### config.mk
export PLATFORM = sky130hd
export DESIGN_NAME = protocol_timer_mode_control
export DESIGN_NICKNAME = d
export VERILOG_FILES = /design/src/hw/timer_mode_pkg.sv /design/src/hw/protocol_timer_mode_control.sv /design/src/hw/tick_divider.sv /design/src/hw/down_counter.sv
export SDC_FILE = /design/constraint.sdc
export NUM_CORES = 1
export LEC_CHECK = 0
export ABC_AREA = 1
export CORE_MARGIN = 3
export CORE_UTILIZATION = 40
export CTS_BUF_LIST = sky130_fd_sc_hd__clkbuf_4
export DETAILED_ROUTE_END_ITERATION = 10
export DONT_BUFFER_PORTS = 1
export SYNTH_ARGS = -nofsm -noshare
export SYNTH_HDL_FRONTEND = slang
export SYNTH_HIERARCHICAL = 1
export SYNTH_SLANG_ARGS = --single-unit
### constraint.sdc
create_clock -name pclk -period 2.2 [get_ports pclk]
set_input_delay 0.11 -clock pclk [delete_from_list [all_inputs] [get_ports pclk]]
set_output_delay 0.11 -clock pclk [all_outputs]
set_load 0.02 [all_outputs]
### src/hw/timer_mode_pkg.sv
package timer_mode_pkg;

  // register indices; byte address is four times the index
  localparam logic [15:0] IDX_MODE = 16'h631A;
  localparam logic [15:0] IDX_PRESC_LO = 16'h631B;
  localparam logic [15:0] IDX_RELOAD_HI = 16'h631C;
  localparam logic [15:0] IDX_RELOAD_LO = 16'h631D;
  localparam logic [15:0] IDX_COUNT_HI = 16'h631E;
  localparam logic [15:0] IDX_COUNT_LO = 16'h631F;
  localparam logic [15:0] IDX_CONTROL = 16'h6330;
  localparam logic [15:0] IDX_IRQ_STATUS = 16'h6331;
  localparam logic [15:0] IDX_IRQ_CLEAR = 16'h6332;
  localparam logic [15:0] IDX_IRQ_ENABLE = 16'h6333;
  localparam logic [15:0] IDX_TIMER_STATUS = 16'h6334;

  // apb address width and word alignment
  localparam int ADDR_W = 18;
  localparam int WORD_LSB = 2;

  // mode register fields
  localparam int MODE_AUTO_BIT = 7;
  localparam int MODE_GATE_HI = 6;
  localparam int MODE_GATE_LO = 5;
  localparam int MODE_RELOAD_BIT = 4;
  localparam int MODE_DIV_HI = 3;
  localparam int MODE_DIV_LO = 0;

  // control register fields (write-only pulses)
  localparam int CTRL_START_BIT = 0;
  localparam int CTRL_STOP_BIT = 1;

  // interrupt layout
  localparam int IRQ_EXPIRY_BIT = 0;
  localparam int IRQ_W = 1;

  // reset values
  localparam logic [7:0] MODE_RESET = 8'h00;
  localparam logic [7:0] PRESC_LO_RESET = 8'h00;
  localparam logic [15:0] RELOAD_RESET = 16'h0000;
  localparam logic [IRQ_W-1:0] IRQ_ENABLE_RESET = 1'h0;

  // reference rate feeding the divider, in kHz
  localparam int REF_FREQ_KHZ = 6780;

  // gating source encodings
  typedef enum logic [1:0] {
    GATE_NONE = 2'h0,
    GATE_SECURE = 2'h1,
    GATE_AUX = 2'h2,
    GATE_RESERVED = 2'h3
  } gate_sel_t;

  // protocol events from the radio sequencer, one-cycle pulses
  typedef struct packed {
    logic tx_end;
    logic field_on;
    logic rx_first_bit;
  } proto_evt_t;

  // protocol-side settings held in other registers
  typedef struct packed {
    logic initial_field_on;
    logic multi_frame_receive;
  } proto_cfg_t;

  // external gate inputs
  typedef struct packed {
    logic secure_signal_input;
    logic first_auxiliary_line;
  } gate_in_t;

endpackage

### src/hw/protocol_timer_mode_control.sv
// The APB slave port is this design's own decision.
`timescale 1ns/1ps
`default_nettype none
module protocol_timer_mode_control #(
  parameter int CNT_W = 16,
  parameter int DIV_W = 12
) (
  input wire logic pclk,
  input wire logic presetn,
  input wire logic psel,
  input wire logic penable,
  input wire logic pwrite,
  input wire logic [timer_mode_pkg::ADDR_W-1:0] paddr,
  input wire logic [31:0] pwdata,
  input wire logic [3:0] pstrb,
  output logic [31:0] prdata,
  output logic pready,
  output logic pslverr,
  input wire logic ref_pulse,
  input wire timer_mode_pkg::proto_evt_t proto_evt,
  input wire timer_mode_pkg::proto_cfg_t proto_cfg,
  input wire timer_mode_pkg::gate_in_t gate_in,
  output logic timer_active_flag,
  output logic irq
);

  // all registers are at most one byte wide; only the low byte lane of pwdata is used
  // and the upper lanes are ignored rather than refused, so a word write with
  // the low strobe clear leaves the register untouched
  // register state
  logic [7:0] timer_mode_control_ff; // mode register
  logic [7:0] divider_low_byte_ff; // divider low byte
  logic [CNT_W-1:0] reload_value_ff; // reload value
  logic [timer_mode_pkg::IRQ_W-1:0] irq_status_ff; // sticky events
  logic [timer_mode_pkg::IRQ_W-1:0] irq_enable_ff; // interrupt mask
  logic timer_active_ff; // timer running
  logic [31:0] prdata_ff; // read data captured in setup

  // decoded mode fields
  // the mode byte is split into its fields once here so that every consumer
  // reads the same decode and a field move touches one place only
  logic auto_start_enable;
  timer_mode_pkg::gate_sel_t gate_select;
  logic reload_on_zero;
  logic [3:0] divider_upper_nibble;
  logic [DIV_W-1:0] divider_value;

  // bus decode
  // the bus never stalls: pready is tied high, so an access phase always
  // completes at the edge after its setup cycle; the trade is that read data
  // must be ready one cycle early, hence the capture in the setup cycle
  logic [15:0] reg_idx; // word index of the access
  logic wr_en; // write completes this edge
  logic setup; // setup phase of any access
  logic mapped; // index hits a register
  logic lane0; // low byte lane written
  logic [31:0] nxt_prdata;

  // timer control
  // start and stop sources are merged into one pair of pulses before they
  // reach the counter, so their priority is settled in one place
  logic start_now; // software start pulse
  logic stop_now_control; // software stop pulse
  logic proto_start; // start from the radio sequencer
  logic proto_stop; // stop from the radio sequencer
  logic start_evt; // merged start, after stop priority
  logic stop_evt; // merged stop
  logic gate_open; // selected gate lets steps through
  logic tick; // prescaled tick from the divider
  logic step; // counter decrements this cycle
  logic expired; // one-shot countdown ended this cycle
  logic [CNT_W-1:0] current_count; // live count value
  logic [timer_mode_pkg::IRQ_W-1:0] irq_set; // status set events
  logic [timer_mode_pkg::IRQ_W-1:0] irq_clr; // status clear mask

  // mode register fields
  assign auto_start_enable = timer_mode_control_ff[timer_mode_pkg::MODE_AUTO_BIT];
  assign gate_select = timer_mode_pkg::gate_sel_t'(
    timer_mode_control_ff[timer_mode_pkg::MODE_GATE_HI:timer_mode_pkg::MODE_GATE_LO]);
  assign reload_on_zero = timer_mode_control_ff[timer_mode_pkg::MODE_RELOAD_BIT];
  assign divider_upper_nibble =
    timer_mode_control_ff[timer_mode_pkg::MODE_DIV_HI:timer_mode_pkg::MODE_DIV_LO];
  assign divider_value = {divider_upper_nibble, divider_low_byte_ff};

  // apb decode; every access completes without wait states
  assign reg_idx = paddr[timer_mode_pkg::ADDR_W-1:timer_mode_pkg::WORD_LSB];
  assign setup = psel & ~penable;
  assign wr_en = psel & penable & pwrite & mapped;
  assign lane0 = pstrb[0];
  assign pready = 1'b1;

  // index hit table
  // holes inside the window decode as unmapped and raise pslverr, which
  // catches software that writes a neighbour's address by mistake; the two
  // low address bits are ignored, as every register is one aligned word
  always_comb begin
    unique case (reg_idx)
      timer_mode_pkg::IDX_MODE,
      timer_mode_pkg::IDX_PRESC_LO,
      timer_mode_pkg::IDX_RELOAD_HI,
      timer_mode_pkg::IDX_RELOAD_LO,
      timer_mode_pkg::IDX_COUNT_HI,
      timer_mode_pkg::IDX_COUNT_LO,
      timer_mode_pkg::IDX_CONTROL,
      timer_mode_pkg::IDX_IRQ_STATUS,
      timer_mode_pkg::IDX_IRQ_CLEAR,
      timer_mode_pkg::IDX_IRQ_ENABLE,
      timer_mode_pkg::IDX_TIMER_STATUS: mapped = 1'b1;
      default: mapped = 1'b0; // unmapped index
    endcase
  end

  // unmapped addresses answer with an error in the access phase
  assign pslverr = psel & penable & ~mapped;

  // read mux; write-only registers read zero
  // the count bytes are read live, so software reading high then low may
  // see a borrow between the two reads; read twice if that matters
  always_comb begin
    nxt_prdata = 32'h0000_0000;
    unique case (reg_idx)
      timer_mode_pkg::IDX_MODE: nxt_prdata[7:0] = timer_mode_control_ff;
      timer_mode_pkg::IDX_PRESC_LO: nxt_prdata[7:0] = divider_low_byte_ff;
      timer_mode_pkg::IDX_RELOAD_HI: nxt_prdata[7:0] = reload_value_ff[15:8];
      timer_mode_pkg::IDX_RELOAD_LO: nxt_prdata[7:0] = reload_value_ff[7:0];
      timer_mode_pkg::IDX_COUNT_HI: nxt_prdata[7:0] = current_count[15:8];
      timer_mode_pkg::IDX_COUNT_LO: nxt_prdata[7:0] = current_count[7:0];
      timer_mode_pkg::IDX_IRQ_STATUS: nxt_prdata[timer_mode_pkg::IRQ_W-1:0] = irq_status_ff;
      timer_mode_pkg::IDX_IRQ_ENABLE: nxt_prdata[timer_mode_pkg::IRQ_W-1:0] = irq_enable_ff;
      timer_mode_pkg::IDX_TIMER_STATUS: nxt_prdata[0] = timer_active_ff;
      default: nxt_prdata = 32'h0000_0000; // control, clear and holes
    endcase
  end

  // read data captured in setup so prdata comes from a flop
  // capture happens one cycle before the access phase, so a value that
  // changes in the access cycle itself is seen on the next read
  always_ff @(posedge pclk or negedge presetn) begin
    if (!presetn) begin
      prdata_ff <= 32'h0000_0000;
    end else if (setup && !pwrite) begin
      prdata_ff <= nxt_prdata;
    end
  end
  assign prdata = prdata_ff;

  // mode register
  // a mode change takes effect at once, even while the timer runs; the
  // gate, reload and divider settings are all sampled live
  always_ff @(posedge pclk or negedge presetn) begin
    if (!presetn) begin
      timer_mode_control_ff <= timer_mode_pkg::MODE_RESET;
    end else if (wr_en && lane0 && reg_idx == timer_mode_pkg::IDX_MODE) begin
      timer_mode_control_ff <= pwdata[7:0];
    end
  end

  // divider low byte
  always_ff @(posedge pclk or negedge presetn) begin
    if (!presetn) begin
      divider_low_byte_ff <= timer_mode_pkg::PRESC_LO_RESET;
    end else if (wr_en && lane0 && reg_idx == timer_mode_pkg::IDX_PRESC_LO) begin
      divider_low_byte_ff <= pwdata[7:0];
    end
  end

  // reload value; the counter picks it up at a start event, and at zero in reload mode
  // the two halves are separate writes, so set both before the start
  always_ff @(posedge pclk or negedge presetn) begin
    if (!presetn) begin
      reload_value_ff <= timer_mode_pkg::RELOAD_RESET;
    end else if (wr_en && lane0 && reg_idx == timer_mode_pkg::IDX_RELOAD_HI) begin
      reload_value_ff[15:8] <= pwdata[7:0];
    end else if (wr_en && lane0 && reg_idx == timer_mode_pkg::IDX_RELOAD_LO) begin
      reload_value_ff[7:0] <= pwdata[7:0];
    end
  end

  // interrupt enable
  // masking hides the level output only; the status bit keeps its state
  always_ff @(posedge pclk or negedge presetn) begin
    if (!presetn) begin
      irq_enable_ff <= timer_mode_pkg::IRQ_ENABLE_RESET;
    end else if (wr_en && lane0 && reg_idx == timer_mode_pkg::IDX_IRQ_ENABLE) begin
      irq_enable_ff <= pwdata[timer_mode_pkg::IRQ_W-1:0];
    end
  end

  // software start and stop pulses from the control register
  // the control register stores nothing: each written one acts for a single
  // cycle and reads back as zero
  assign start_now = wr_en & lane0 & (reg_idx == timer_mode_pkg::IDX_CONTROL)
    & pwdata[timer_mode_pkg::CTRL_START_BIT];
  assign stop_now_control = wr_en & lane0 & (reg_idx == timer_mode_pkg::IDX_CONTROL)
    & pwdata[timer_mode_pkg::CTRL_STOP_BIT];

  // protocol events only count with auto-start set
  // the sequencer pulses are one cycle wide and taken as synchronous to
  // pclk; a wider pulse would restart the timer on every cycle it stands
  assign proto_start = auto_start_enable & (proto_evt.tx_end
    | (proto_cfg.initial_field_on & proto_evt.field_on));
  // multi-frame receive leaves stopping the timer to software
  assign proto_stop = auto_start_enable & ~proto_cfg.multi_frame_receive
    & proto_evt.rx_first_bit;

  // stop wins over a start in the same cycle, so a stop is never lost
  // a start while running reloads the count and restarts the divider phase
  assign stop_evt = proto_stop | stop_now_control;
  assign start_evt = (proto_start | start_now) & ~stop_evt;

  // running flag follows the register-driven state, not the gate input
  // in gated mode the flag stays high while the gate holds the count, so
  // software sees the timer as armed rather than paused; expiry in one-shot
  // mode is the only clear that does not come from a stop
  always_ff @(posedge pclk or negedge presetn) begin
    if (!presetn) begin
      timer_active_ff <= 1'b0;
    end else if (stop_evt) begin
      timer_active_ff <= 1'b0;
    end else if (start_evt) begin
      timer_active_ff <= 1'b1;
    end else if (expired) begin
      timer_active_ff <= 1'b0;
    end
  end
  assign timer_active_flag = timer_active_ff;

  // gate source; reserved code is treated as no gating
  // the gate inputs are levels taken as synchronous, with no filtering
  always_comb begin
    unique case (gate_select)
      timer_mode_pkg::GATE_NONE: gate_open = 1'b1;
      timer_mode_pkg::GATE_SECURE: gate_open = gate_in.secure_signal_input;
      timer_mode_pkg::GATE_AUX: gate_open = gate_in.first_auxiliary_line;
      timer_mode_pkg::GATE_RESERVED: gate_open = 1'b1;
    endcase
  end

  // count only on a tick while running and the gate is open
  // a tick that falls while the gate is closed is dropped, not deferred, so
  // a gated countdown loses exactly the ticks that the gate masks
  assign step = tick & timer_active_ff & gate_open;

  // prescaler
  // the divider restarts on every start so the first step is a full period
  tick_divider #(
    .DIV_W(DIV_W)
  ) u_div (
    .pclk(pclk),
    .presetn(presetn),
    .ref_pulse(ref_pulse),
    .restart(start_evt),
    .divisor(divider_value),
    .tick(tick)
  );

  // countdown
  // load takes priority over a step landing in the same cycle
  down_counter #(
    .CNT_W(CNT_W)
  ) u_cnt (
    .pclk(pclk),
    .presetn(presetn),
    .load(start_evt),
    .step(step),
    .reload_on_zero(reload_on_zero),
    .reload_value(reload_value_ff),
    .current_count(current_count),
    .expired(expired)
  );

  // sticky status; a set in the clearing cycle wins
  // write one to clear; an expiry that lands in the clearing write's cycle
  // survives so software never loses an event
  assign irq_set = {timer_mode_pkg::IRQ_W{1'b0}} | (expired << timer_mode_pkg::IRQ_EXPIRY_BIT);
  assign irq_clr = (wr_en && lane0 && reg_idx == timer_mode_pkg::IDX_IRQ_CLEAR)
    ? pwdata[timer_mode_pkg::IRQ_W-1:0] : {timer_mode_pkg::IRQ_W{1'b0}};

  always_ff @(posedge pclk or negedge presetn) begin
    if (!presetn) begin
      irq_status_ff <= '0;
    end else begin
      irq_status_ff <= (irq_status_ff & ~irq_clr) | irq_set;
    end
  end

  // level interrupt
  // combinational, so it follows a mask write in the same cycle
  assign irq = |(irq_status_ff & irq_enable_ff);

endmodule // protocol_timer_mode_control
`default_nettype wire

### src/hw/tick_divider.sv
`timescale 1ns/1ps
`default_nettype none
// divides the reference strobe by the 12-bit divider value
module tick_divider #(
  parameter int DIV_W = 12
) (
  input wire logic pclk,
  input wire logic presetn,
  input wire logic ref_pulse,
  input wire logic restart,
  input wire logic [DIV_W-1:0] divisor,
  output logic tick
);

  logic [DIV_W-1:0] phase_ff; // reference strobes seen since last tick
  logic tick_ff; // registered tick pulse
  logic last_phase; // this strobe closes the period

  // a divisor of zero behaves as one, so the timer never freezes silently
  assign last_phase = (phase_ff + DIV_W'(1)) >= divisor;

  // phase counter, restarted with the timer so the first tick is a full period
  always_ff @(posedge pclk or negedge presetn) begin
    if (!presetn) begin
      phase_ff <= '0;
    end else if (restart) begin
      phase_ff <= '0;
    end else if (ref_pulse) begin
      phase_ff <= last_phase ? '0 : phase_ff + DIV_W'(1);
    end
  end

  // tick pulse
  always_ff @(posedge pclk or negedge presetn) begin
    if (!presetn) begin
      tick_ff <= 1'b0;
    end else begin
      tick_ff <= ref_pulse & last_phase & ~restart;
    end
  end

  assign tick = tick_ff;

endmodule // tick_divider
`default_nettype wire

### src/hw/down_counter.sv
`timescale 1ns/1ps
`default_nettype none
// 16-bit down counter with start load and reload or stop at zero
module down_counter #(
  parameter int CNT_W = 16
) (
  input wire logic pclk,
  input wire logic presetn,
  input wire logic load,
  input wire logic step,
  input wire logic reload_on_zero,
  input wire logic [CNT_W-1:0] reload_value,
  output logic [CNT_W-1:0] current_count,
  output logic expired
);

  logic [CNT_W-1:0] count_ff; // current count
  logic hits_zero; // this step ends the countdown

  // one or zero left: the step lands on zero
  assign hits_zero = (count_ff <= CNT_W'(1));

  // count register
  always_ff @(posedge pclk or negedge presetn) begin
    if (!presetn) begin
      count_ff <= '0;
    end else if (load) begin
      count_ff <= reload_value;
    end else if (step) begin
      if (hits_zero && reload_on_zero) begin
        count_ff <= reload_value;
      end else if (hits_zero) begin
        count_ff <= '0;
      end else begin
        count_ff <= count_ff - CNT_W'(1);
      end
    end
  end

  // expiry only when the count stops at zero
  assign expired = step & ~load & hits_zero & ~reload_on_zero;
  assign current_count = count_ff;

endmodule // down_counter
`default_nettype wire

==> impl_metrics.tcl, run 1 <==
set metrics [dict create \
    status "finished, final reports clean" \
    crit_arrival_ns 2.51 \
    synth_edf_count 0 \
    ys_top_cells_by_area "dfrtp_1 (35%), nand2_1 (18%), inv_1 (7.1%)" \
    synth_largest_area_cell "dfrtp_1" \
    synthCells 733 \
    area_growth_pct 11.02 \
    clock-root-buffer "clkbuf_4" \
    synth-simple-area-share_pct 37.40 \
    power.leakage_nw 2.931 \
    cap_violations 0 \
    rrSetupSlack_ns 0.05 \
    io_pins 103 \
    clockBufferDepth 2 \
    die_w_um 119.4 \
    period_minus_slack_ns 2.148 \
    yosysMostFrequentCell "nand2_1" \
    p_per_area_mw_per_mm2 618.8 \
    antenna_left 0 \
    synth_top_family_by_area "simple AND/OR/NAND/NOR gates" \
    syn_avg_cell_area_sq_um 7.019 \
    first_global_vias 4410 \
    cp-start-kind "register" \
    nNetsFinal 852 \
    dieArea_sq_mm 0.01426 \
    cts_tree "built" \
    drc 0 \
    drt-wirelength-per-cell_um 14.37 \
    cp_data_required_time_ns 2.57 \
    grt_remaining_overflow 0 \
    synth.mux.area_fraction_pct 0.7782 \
    num_vias 4689 \
    min_path_type "in -> reg" \
    rsz0062_at_grt "true" \
    slew_viol_final 0 \
    hold_violations 0 \
    highest_layer "met4" \
    synth_compound_area_share_pct 8.560 \
    finalCritPeriodShare_pct 97.62 \
    synth.cell_area_sq_mm 0.005145 \
    coreArea_sq_mm 0.01231 \
    grt_pass1_wl_mm 22.14 \
    synth_seq_cells 72 \
    yosys-top-cells-count "nand2_1 (246), inv_1 (97), dfrtp_1 (72)" \
    grt_max_degree 73 \
    fin_util_pct 46.39 \
    drt-initial-drc-count 286 \
    layout-drive-gt1-share_pct 15.41 \
    fin_ws_ns 0.05230 \
    place_hpwl_mm 10.42 \
    worstPathMaxFanout 7 \
    yosysSeqAreaShare_pct 35.02 \
    vdd_drop_max_uv 204.2 \
    fin_setup_tns_ns 0 \
    clk_latency_ns 0.45 \
    synth_flop_cell "dfrtp_1" \
    fmax_mhz 465.6 \
    wirelength_mm 13.52 \
    cts_max_level 3 \
    slew_headroom_pct 46.35 \
    placementRows 40 \
    ys.warnings.count 6 \
    antenna_found_initial 1 \
    finalSetupViolations 0 \
    async_flop_share_pct 100.0 \
    synth_cell_type_count 41 \
    synth_xor_area_share_pct 1.021 \
    cts_buffers 9 \
    cts_sinks 72 \
    synth_top_area_share_pct 35.02 \
    path_class "reg -> reg" \
    dpl_worst_slack_ns -0.07715 \
    drt_first_pass_iters 5 \
    cp-end-kind "register" \
    worst_pin_slew_ns 0.8018 \
    clk_pin_slew_ns 0.13 \
    wl_met1_mm 6.167 \
    initial_utilization_pct 41.79 \
    wl_met3_um 655 \
    wl_met2_mm 6.435 \
    skew_ns 0.02284 \
    synth-adder-area-share_pct 4.134 \
    gp_congestion 0.8793 \
    grtUsageTotal_pct 19.61 \
    numPortBuffers 0 \
    vias_per_cell 4.983 \
    dieHeight_um 119.4 \
]
per-layer routing:
metal	vias to the layer above	track usage [%]
met3	21	3.466
met2	126	32.21
li1	2322	-
met1	2220	25.98
met5	-	0
met4	0	7.015
stage by stage:
step / cells / area [sq um] / hold WS, ns / power [mW]
floorplan: 756 / 5231 / -0.1856 / 2.518
global placement: 907 / 5313 / -0.1795 / 2.770
detailed placement: 907 / 5313 / -0.1794 / 2.774
CTS: 939 / 5615 / 0.003021 / 3.549
global route: 941 / 5712 / 0.04314 / 3.807
finish: 941 / 5712 / 0.03122 / 3.534
kinds of logic (layout without fill, tap and decap cells):
family,after synthesis,count (layout)
muxes,4,4
other,2,26
buffers and inverters,141,157
xor gates and xnor gates,6,6
and+or+nand+nor,416,416
DFF,72,72
AOI/OAI and AO/OA,75,75
adders and majority gates,17,17
flip-flops by register name (all words and copies together), names as in the netlist:
signal and flops:
divider_low_byte_ff 8, timer_mode_control_ff 8, reload_value_ff 16, u_div/phase_ff 12, u_div/tick 1, irq_status_ff 1
u_cnt/current_count 16, irq_enable_ff 1, timer_active_flag 1, prdata 8
area by class of cell:
class	count	area, sq um
Clock buffer	10	75.07
Antenna cell	1	2.502
Tap cell	168	210.2
Sequential cell	72	1804
Clock inverter	5	25.02
Inverter	105	394.1
Timing Repair Buffer	37	337.8
Fill cell	1262	6600
Multi-Input combinational cell	543	2863
worst max-delay path, stage by stage (launching register included):
cell	delay, ns
dfrtp_1	0.38
ha_2	0.20
nand2_2	0.08
nor2_4	0.16
nand4_1	0.12
and2_1	0.16
ha_1	0.28
nand2_2	0.11
inv_2	0.03
nand2_1	0.07
nand2_2	0.07
a21oi_2	0.16
nand2_4	0.11
o21ai_2	0.13
layout by cell type, fill, tap and decap left out, types with 4 or more instances in the layout:
cell type      instances
nand2_2               21
buf_4                 20
nand3_1               47
ha_1                  16
nor2_4                12
clkinv_1               6
nor3_1                 5
nand3_2                5
o21ai_0               21
inv_2                  7
nand3_4                5
a21oi_1                8
dlygate4sd3_1         16
conb_1                25
o21ai_1               21
nand4_1               15
nand2_1              234
clkbuf_4              10
o21ai_2               10
inv_1                 94
dfrtp_1               70
mux2i_1                4
nor2_2                12
nor2_1                51
final timing paths:
path,start,endpoint,cells past startpoint
max reg2reg,u_div/phase_ff[1],u_div/phase_ff[3],13
min,proto_evt[1],timer_active_flag,4
min in group asynchronous,presetn,reload_value_ff[8],2
min reg2reg,u_div/phase_ff[11],u_div/phase_ff[11],2
max,u_div/phase_ff[1],u_div/phase_ff[3],13
max in group asynchronous,presetn,u_div/phase_ff[3],2
power breakdown:
part / switching, mW / total [mW] / internal (mW)
clock network: 0.478 / 0.706 / 0.227
logic: 0.838 / 1.28 / 0.437
registers: 0.136 / 1.55 / 1.42
what timing repair did:
item	4_1_cts	5_1_grt
hold buffers	17	0
buffers inserted	0	2
pin swaps	1	12
setup endpoints to repair	12	19
hold endpoints to repair	121	0
resized for setup	6	33
Power figures use the tool's default switching activity.
==> run 2, diff against run 1 <==
Settings changed: CORE_UTILIZATION 40 to 58, CTS_BUF_LIST sky130_fd_sc_hd__clkbuf_4 to sky130_fd_sc_hd__clkbuf_16, PLACE_DENSITY set to 0.76.
Clock period 2.2 ns to 1.9 ns, I/O delays scaled along.
==> impl_metrics.tcl, run 2 (same netlist as run 1, synthesis figures left out) <==
set metrics [dict create \
    num_antenna_cells 0 \
    cp-start-kind "register" \
    rsz0062_at_grt "true" \
    area_growth_pct 20.87 \
    clock-root-buffer "clkbuf_16" \
    nNetsFinal 876 \
    skew_ns 0.005939 \
    layout-drive-gt1-share_pct 22.21 \
    die_w_um 100.2 \
    cts_buffers 9 \
    fin_setup_tns_ns -3.871 \
    place_hpwl_mm 10.53 \
    cts_tree "built" \
    io_pins 103 \
    period_minus_slack_ns 2.241 \
    cp-end-kind "register" \
    hold_ws_ns 0.04423 \
    p_per_area_mw_per_mm2 828.4 \
    dieArea_sq_mm 0.01004 \
    cts_sinks 72 \
    grt_max_degree 73 \
    stdcell_area_sq_mm 0.006218 \
    initial_utilization_pct 61.08 \
    final_cell_mix "nand2_1 (230), inv_1 (90), dfrtp_1 (70)" \
    drt-initial-drc-count 433 \
    grtUsageTotal_pct 29.17 \
    slew_viol_final 0 \
    wirelength_mm 15.11 \
    grt_pass1_wl_mm 23.22 \
    fin_ws_ns -0.3408 \
    vias_per_cell 5.665 \
    fin_util_pct 73.83 \
    drc 0 \
    placed_area_sq_mm 0.005446 \
    gp_congestion 0.9620 \
    layout_commonest_cell "nand2_1" \
    worst_pin_slew_ns 0.8303 \
    seq_area_sq_mm 0.001804 \
    grt_remaining_overflow 0 \
    clockBufferDepth 2 \
    clk_latency_ns 0.33 \
    power.leakage_nw 3.204 \
    slew_headroom_pct 44.44 \
    crit_arrival_ns 2.51 \
    worstPathMaxFanout 6 \
    hold_violations 0 \
    finalSetupViolations 13 \
    antenna_found_initial 0 \
    dieHeight_um 100.2 \
    coreArea_sq_mm 0.008423 \
    placementRows 33 \
    multiInputGateArea_sq_mm 0.003038 \
    failed_checks "negative setup slack" \
    finalCritPeriodShare_pct 117.9 \
    min_path_type "in -> reg" \
    drt-wirelength-per-cell_um 16.75 \
    fill_cells 643 \
    cp_data_required_time_ns 2.16 \
    path_class "reg -> reg" \
    drt_first_pass_iters 5 \
    fmax_mhz 446.3 \
    antenna_left 0 \
    first_global_vias 4784 \
    status "complete, but fails checks" \
    vdd_drop_max_uv 591.3 \
    cap_violations 0 \
    cts_max_level 3 \
    numPortBuffers 0 \
    num_vias 5110 \
    clk_pin_slew_ns 0.06 \
]
-- run 2: changes by cell type in the layout (fill, tap and decap cells not counted), sizes merged --
cell         previous run  this run
buf                    21        52
bufinv                  0         1
clkbuf                 10         9
clkinv                  8         6
clkinvlp                1         2
diode                   1         0
dlygate4sd3            16         9
inv                   101       103
-- run 2: final cells by class --
| cell class | count | share of cell area (%) |
|---|---|---|
| Inverter | 105 | 6.479 |
| Sequential cell | 72 | 29.01 |
| Multi-Input combinational cell | 543 | 48.85 |
| Timing Repair Buffer | 61 | 8.773 |
| Clock buffer | 9 | 3.622 |
| Tap cell | 105 | 2.113 |
| Clock inverter | 7 | 1.147 |
-- run 2: per-layer routing --
layer,track usage [%],share of wire [%]
met4,9.326,2.7
met3,4.309,7.5
met2,46.13,46
met5,0,0
met1,41.41,43
-- run 2: worst max-delay path: stages (launching register included) --
cell and delay, ns:
dfrtp_2 0.45, ha_4 0.19, nand2_4 0.09, inv_2 0.05, a21o_1 0.18, nand2_1 0.10
inv_1 0.07, ha_4 0.21, nand2_2 0.07, inv_1 0.07, nand2_1 0.10, nand2_2 0.09
nand2_2 0.08, nand2_2 0.06, nor2_4 0.20, nand2_1 0.08, nand2_1 0.07
-- run 2: power breakdown --
part | leakage [nW] | internal, mW | switching [mW]
combinational | 2.11 | 0.585 | 1.07
sequential | 0.954 | 1.64 | 0.147
clock | 0.144 | 1.02 | 0.687
-- run 2: worst paths after layout --
kind                                     from                      end  slack (ns)  depth (start not counted)
max                         u_div/phase_ff[1]        u_div/phase_ff[8]       -0.34                         16
min                              proto_evt[0]        timer_active_flag        0.04                          3
max reg2reg                 u_div/phase_ff[1]        u_div/phase_ff[8]       -0.34                         16
min reg2reg                reload_value_ff[2]   u_cnt/current_count[2]        0.51                          2
max in group asynchronous             presetn        u_div/phase_ff[2]        1.29                          2
min in group asynchronous             presetn  u_cnt/current_count[15]        0.29                          2
-- run 2: what timing repair did --
action | in CTS | in global routing
hold buffers | 10 | 0
setup endpoints to repair | 23 | 31
setup buffers | 5 | 5
pin swaps | 7 | 28
resized for setup | 18 | 52
endpoints found under the hold margin | 98 | 0
-- run 2: through the flow --
step                total power, mW  setup slack [ns]  cells
floorplan                     2.916          -0.07810    756
finish                        5.151           -0.3408    902
CTS                           5.014           -0.2117    897
detailed placement            3.273           -0.2601    866
global placement              3.252           -0.1517    866
global route                  5.388           -0.4565    902
==> run 3, diff against run 2 <==
Settings changed: CORE_UTILIZATION 58 to 59, PLACE_DENSITY 0.76 to 0.78, SKIP_CTS_REPAIR_TIMING set to 1, SYNTH_HIERARCHICAL 1 to not set.
==> impl_metrics.tcl, run 3 <==
set metrics [dict create \
    r2r_cells 16 \
    layout_commonest_cell "nand2_1" \
    ys_top_cells_by_area "dfrtp_1 (34%), nand2_1 (14%), nand3_1 (7.7%)" \
    cts_buffers 9 \
    coreArea_sq_mm 0.008423 \
    synth_top_area_share_pct 34.24 \
    io_pins 103 \
    hold_depth 2 \
    hold_ws_ns -0.1149 \
    grt_pass1_wl_mm 23.72 \
    final_cell_mix "nand2_1 (189), inv_1 (90), nand3_1 (80)" \
    p_per_area_mw_per_mm2 598.3 \
    synth_cell_type_count 40 \
    drt-wirelength-per-cell_um 16.10 \
    finalCritPeriodShare_pct 129.0 \
    slew_viol_final 0 \
    drt-initial-drc-count 381 \
    grt_remaining_overflow 0 \
    min_to "u_div.tick" \
    place_hpwl_mm 10.94 \
    cts_max_level 3 \
    path_class "reg -> reg" \
    cts_tree "built" \
    hold_violations 11 \
    clk_latency_ns 0.34 \
    cp-end-kind "register" \
    synth_flop_cell "dfrtp_1" \
    failed_checks "negative hold slack, negative setup slack" \
    yosysMostFrequentCell "nand2_1" \
    num_antenna_cells 0 \
    critPathLaunch "u_div.phase_ff[0]" \
    layout-drive-gt1-share_pct 18.14 \
    initial_utilization_pct 62.46 \
    hp-start "ref_pulse" \
    min_path_type "in -> reg" \
    power.leakage_nw 3.051 \
    ys.warnings.count 0 \
    synth_largest_area_cell "dfrtp_1" \
    r2r-end "u_div.phase_ff[9]" \
    async_flop_share_pct 100.0 \
    grt_max_degree 73 \
    yosysSeqAreaShare_pct 34.24 \
    first_global_vias 4849 \
    finalSetupViolations 13 \
    synthCells 753 \
    dieArea_sq_mm 0.01009 \
    status "complete, but fails checks" \
    die_w_um 100.4 \
    final_cells 910 \
    cp_data_required_time_ns 2.16 \
    area_growth_pct 15.46 \
    fin_ws_ns -0.5514 \
    cp-start-kind "register" \
    syn_avg_cell_area_sq_um 6.987 \
    clock-root-buffer "clkbuf_16" \
    dieHeight_um 100.4 \
    worstPathMaxFanout 13 \
    yosys-top-cells-count "nand2_1 (192), inv_1 (95), nor2_1 (82)" \
    numPortBuffers 0 \
    r2r_start "u_div.phase_ff[0]" \
    drt_first_pass_iters 5 \
    crit_arrival_ns 2.71 \
    clk_pin_slew_ns 0.06 \
    clockBufferDepth 2 \
    nNetsFinal 884 \
    antenna_left 0 \
    rsz0062_at_grt "true" \
    fin_util_pct 72.12 \
    stdcell_area_sq_mm 0.006075 \
    period_minus_slack_ns 2.451 \
    cts_sinks 72 \
    synth_edf_count 0 \
    vias_per_cell 5.681 \
    antenna_found_initial 0 \
    synth.cell_area_sq_mm 0.005261 \
    placementRows 33 \
    grtUsageTotal_pct 29.79 \
    cap_violations 0 \
    drc 0 \
    total_power_mw 3.634 \
    skew_ns 0.004401 \
    rrSetupSlack_ns -0.55 \
    vdd_drop_max_uv 586.4 \
    placed_area_sq_mm 0.005608 \
    fmax_mhz 407.9 \
    wirelength_mm 14.65 \
    num_vias 5170 \
    placed_cells 887 \
    gp_congestion 0.9451 \
    synth_seq_cells 72 \
]
==> run 3: worst max-delay path by stage <==
stage                              end  slack [ns]  cells after the start
floorplan            u_div.phase_ff[6]       -0.32                     13
global placement     u_div.phase_ff[6]       -0.38                     15
detailed placement   u_div.phase_ff[3]       -0.47                     13
CTS                 u_div.phase_ff[11]       -0.51                     15
global route         u_div.phase_ff[9]       -0.72                     13
finish               u_div.phase_ff[9]       -0.55                     16
==> run 3: area by class of cell <==
class                      instances  area (sq um)
clock buffer                       9         225.2
clock inverter                     7         53.80
fill                             689          2349
inverter                         100         375.4
multi-input combinational        562          3008
sequential                        72          1802
tap                              105         131.4
timing repair buffer              55         479.2
==> run 3: report_power, final <==
part | switching [mW] | leakage [nW] | internal (mW)
Sequential | 0.0575 | 0.987 | 1.57
Combinational | 0.257 | 1.93 | 0.150
Clock | 0.710 | 0.130 | 0.893
Total | 1.02 | 3.05 | 2.61
==> run 3: through the flow <==
| stage | setup slack (ns) | setup TNS (ns) |
|---|---|---|
| detailed placement | -0.4689 | -6.328 |
| floorplan | -0.3170 | -3.430 |
| global route | -0.7220 | -8.906 |
| finish | -0.5514 | -6.734 |
| global placement | -0.3818 | -4.873 |
| CTS | -0.5079 | -6.872 |
==> run 3: kinds of logic after synthesis <==
kind of cell               count (synthesis)  share of synthesized area [%]
and+or+nand+nor                          404                          34.79
DFF                                       72                          34.24
xor gates and xnor gates                  14                          2.331
other                                      2                         0.1427
adders and majority gates                 17                          4.043
buffers and inverters                    142                          12.84
AOI/OAI and AO/OA                        102                          11.61
==> run 3: critical path: stages (launching register included) <==
cell and delay, ns:
dfrtp_1 0.40, inv_2 0.07, nor3_4 0.29, buf_4 0.17, buf_4 0.10, nand3_1 0.05, nand2_1 0.06, nand2_1 0.08
inv_2 0.08, ha_4 0.19, a21oi_1 0.15, o21a_1 0.14, nand4_1 0.13, buf_12 0.19, nor2_1 0.12, nand2_1 0.06
o21ai_1 0.07
==> run 3: per-layer routing <==
metal	part of all wire [%]	vias up	GRT usage (%)
met5	0	-	0
met4	2.5	0	9.223
met3	8.9	45	6.949
met2	48	244	49.13
met1	41	2424	38.96
li1	-	2457	-
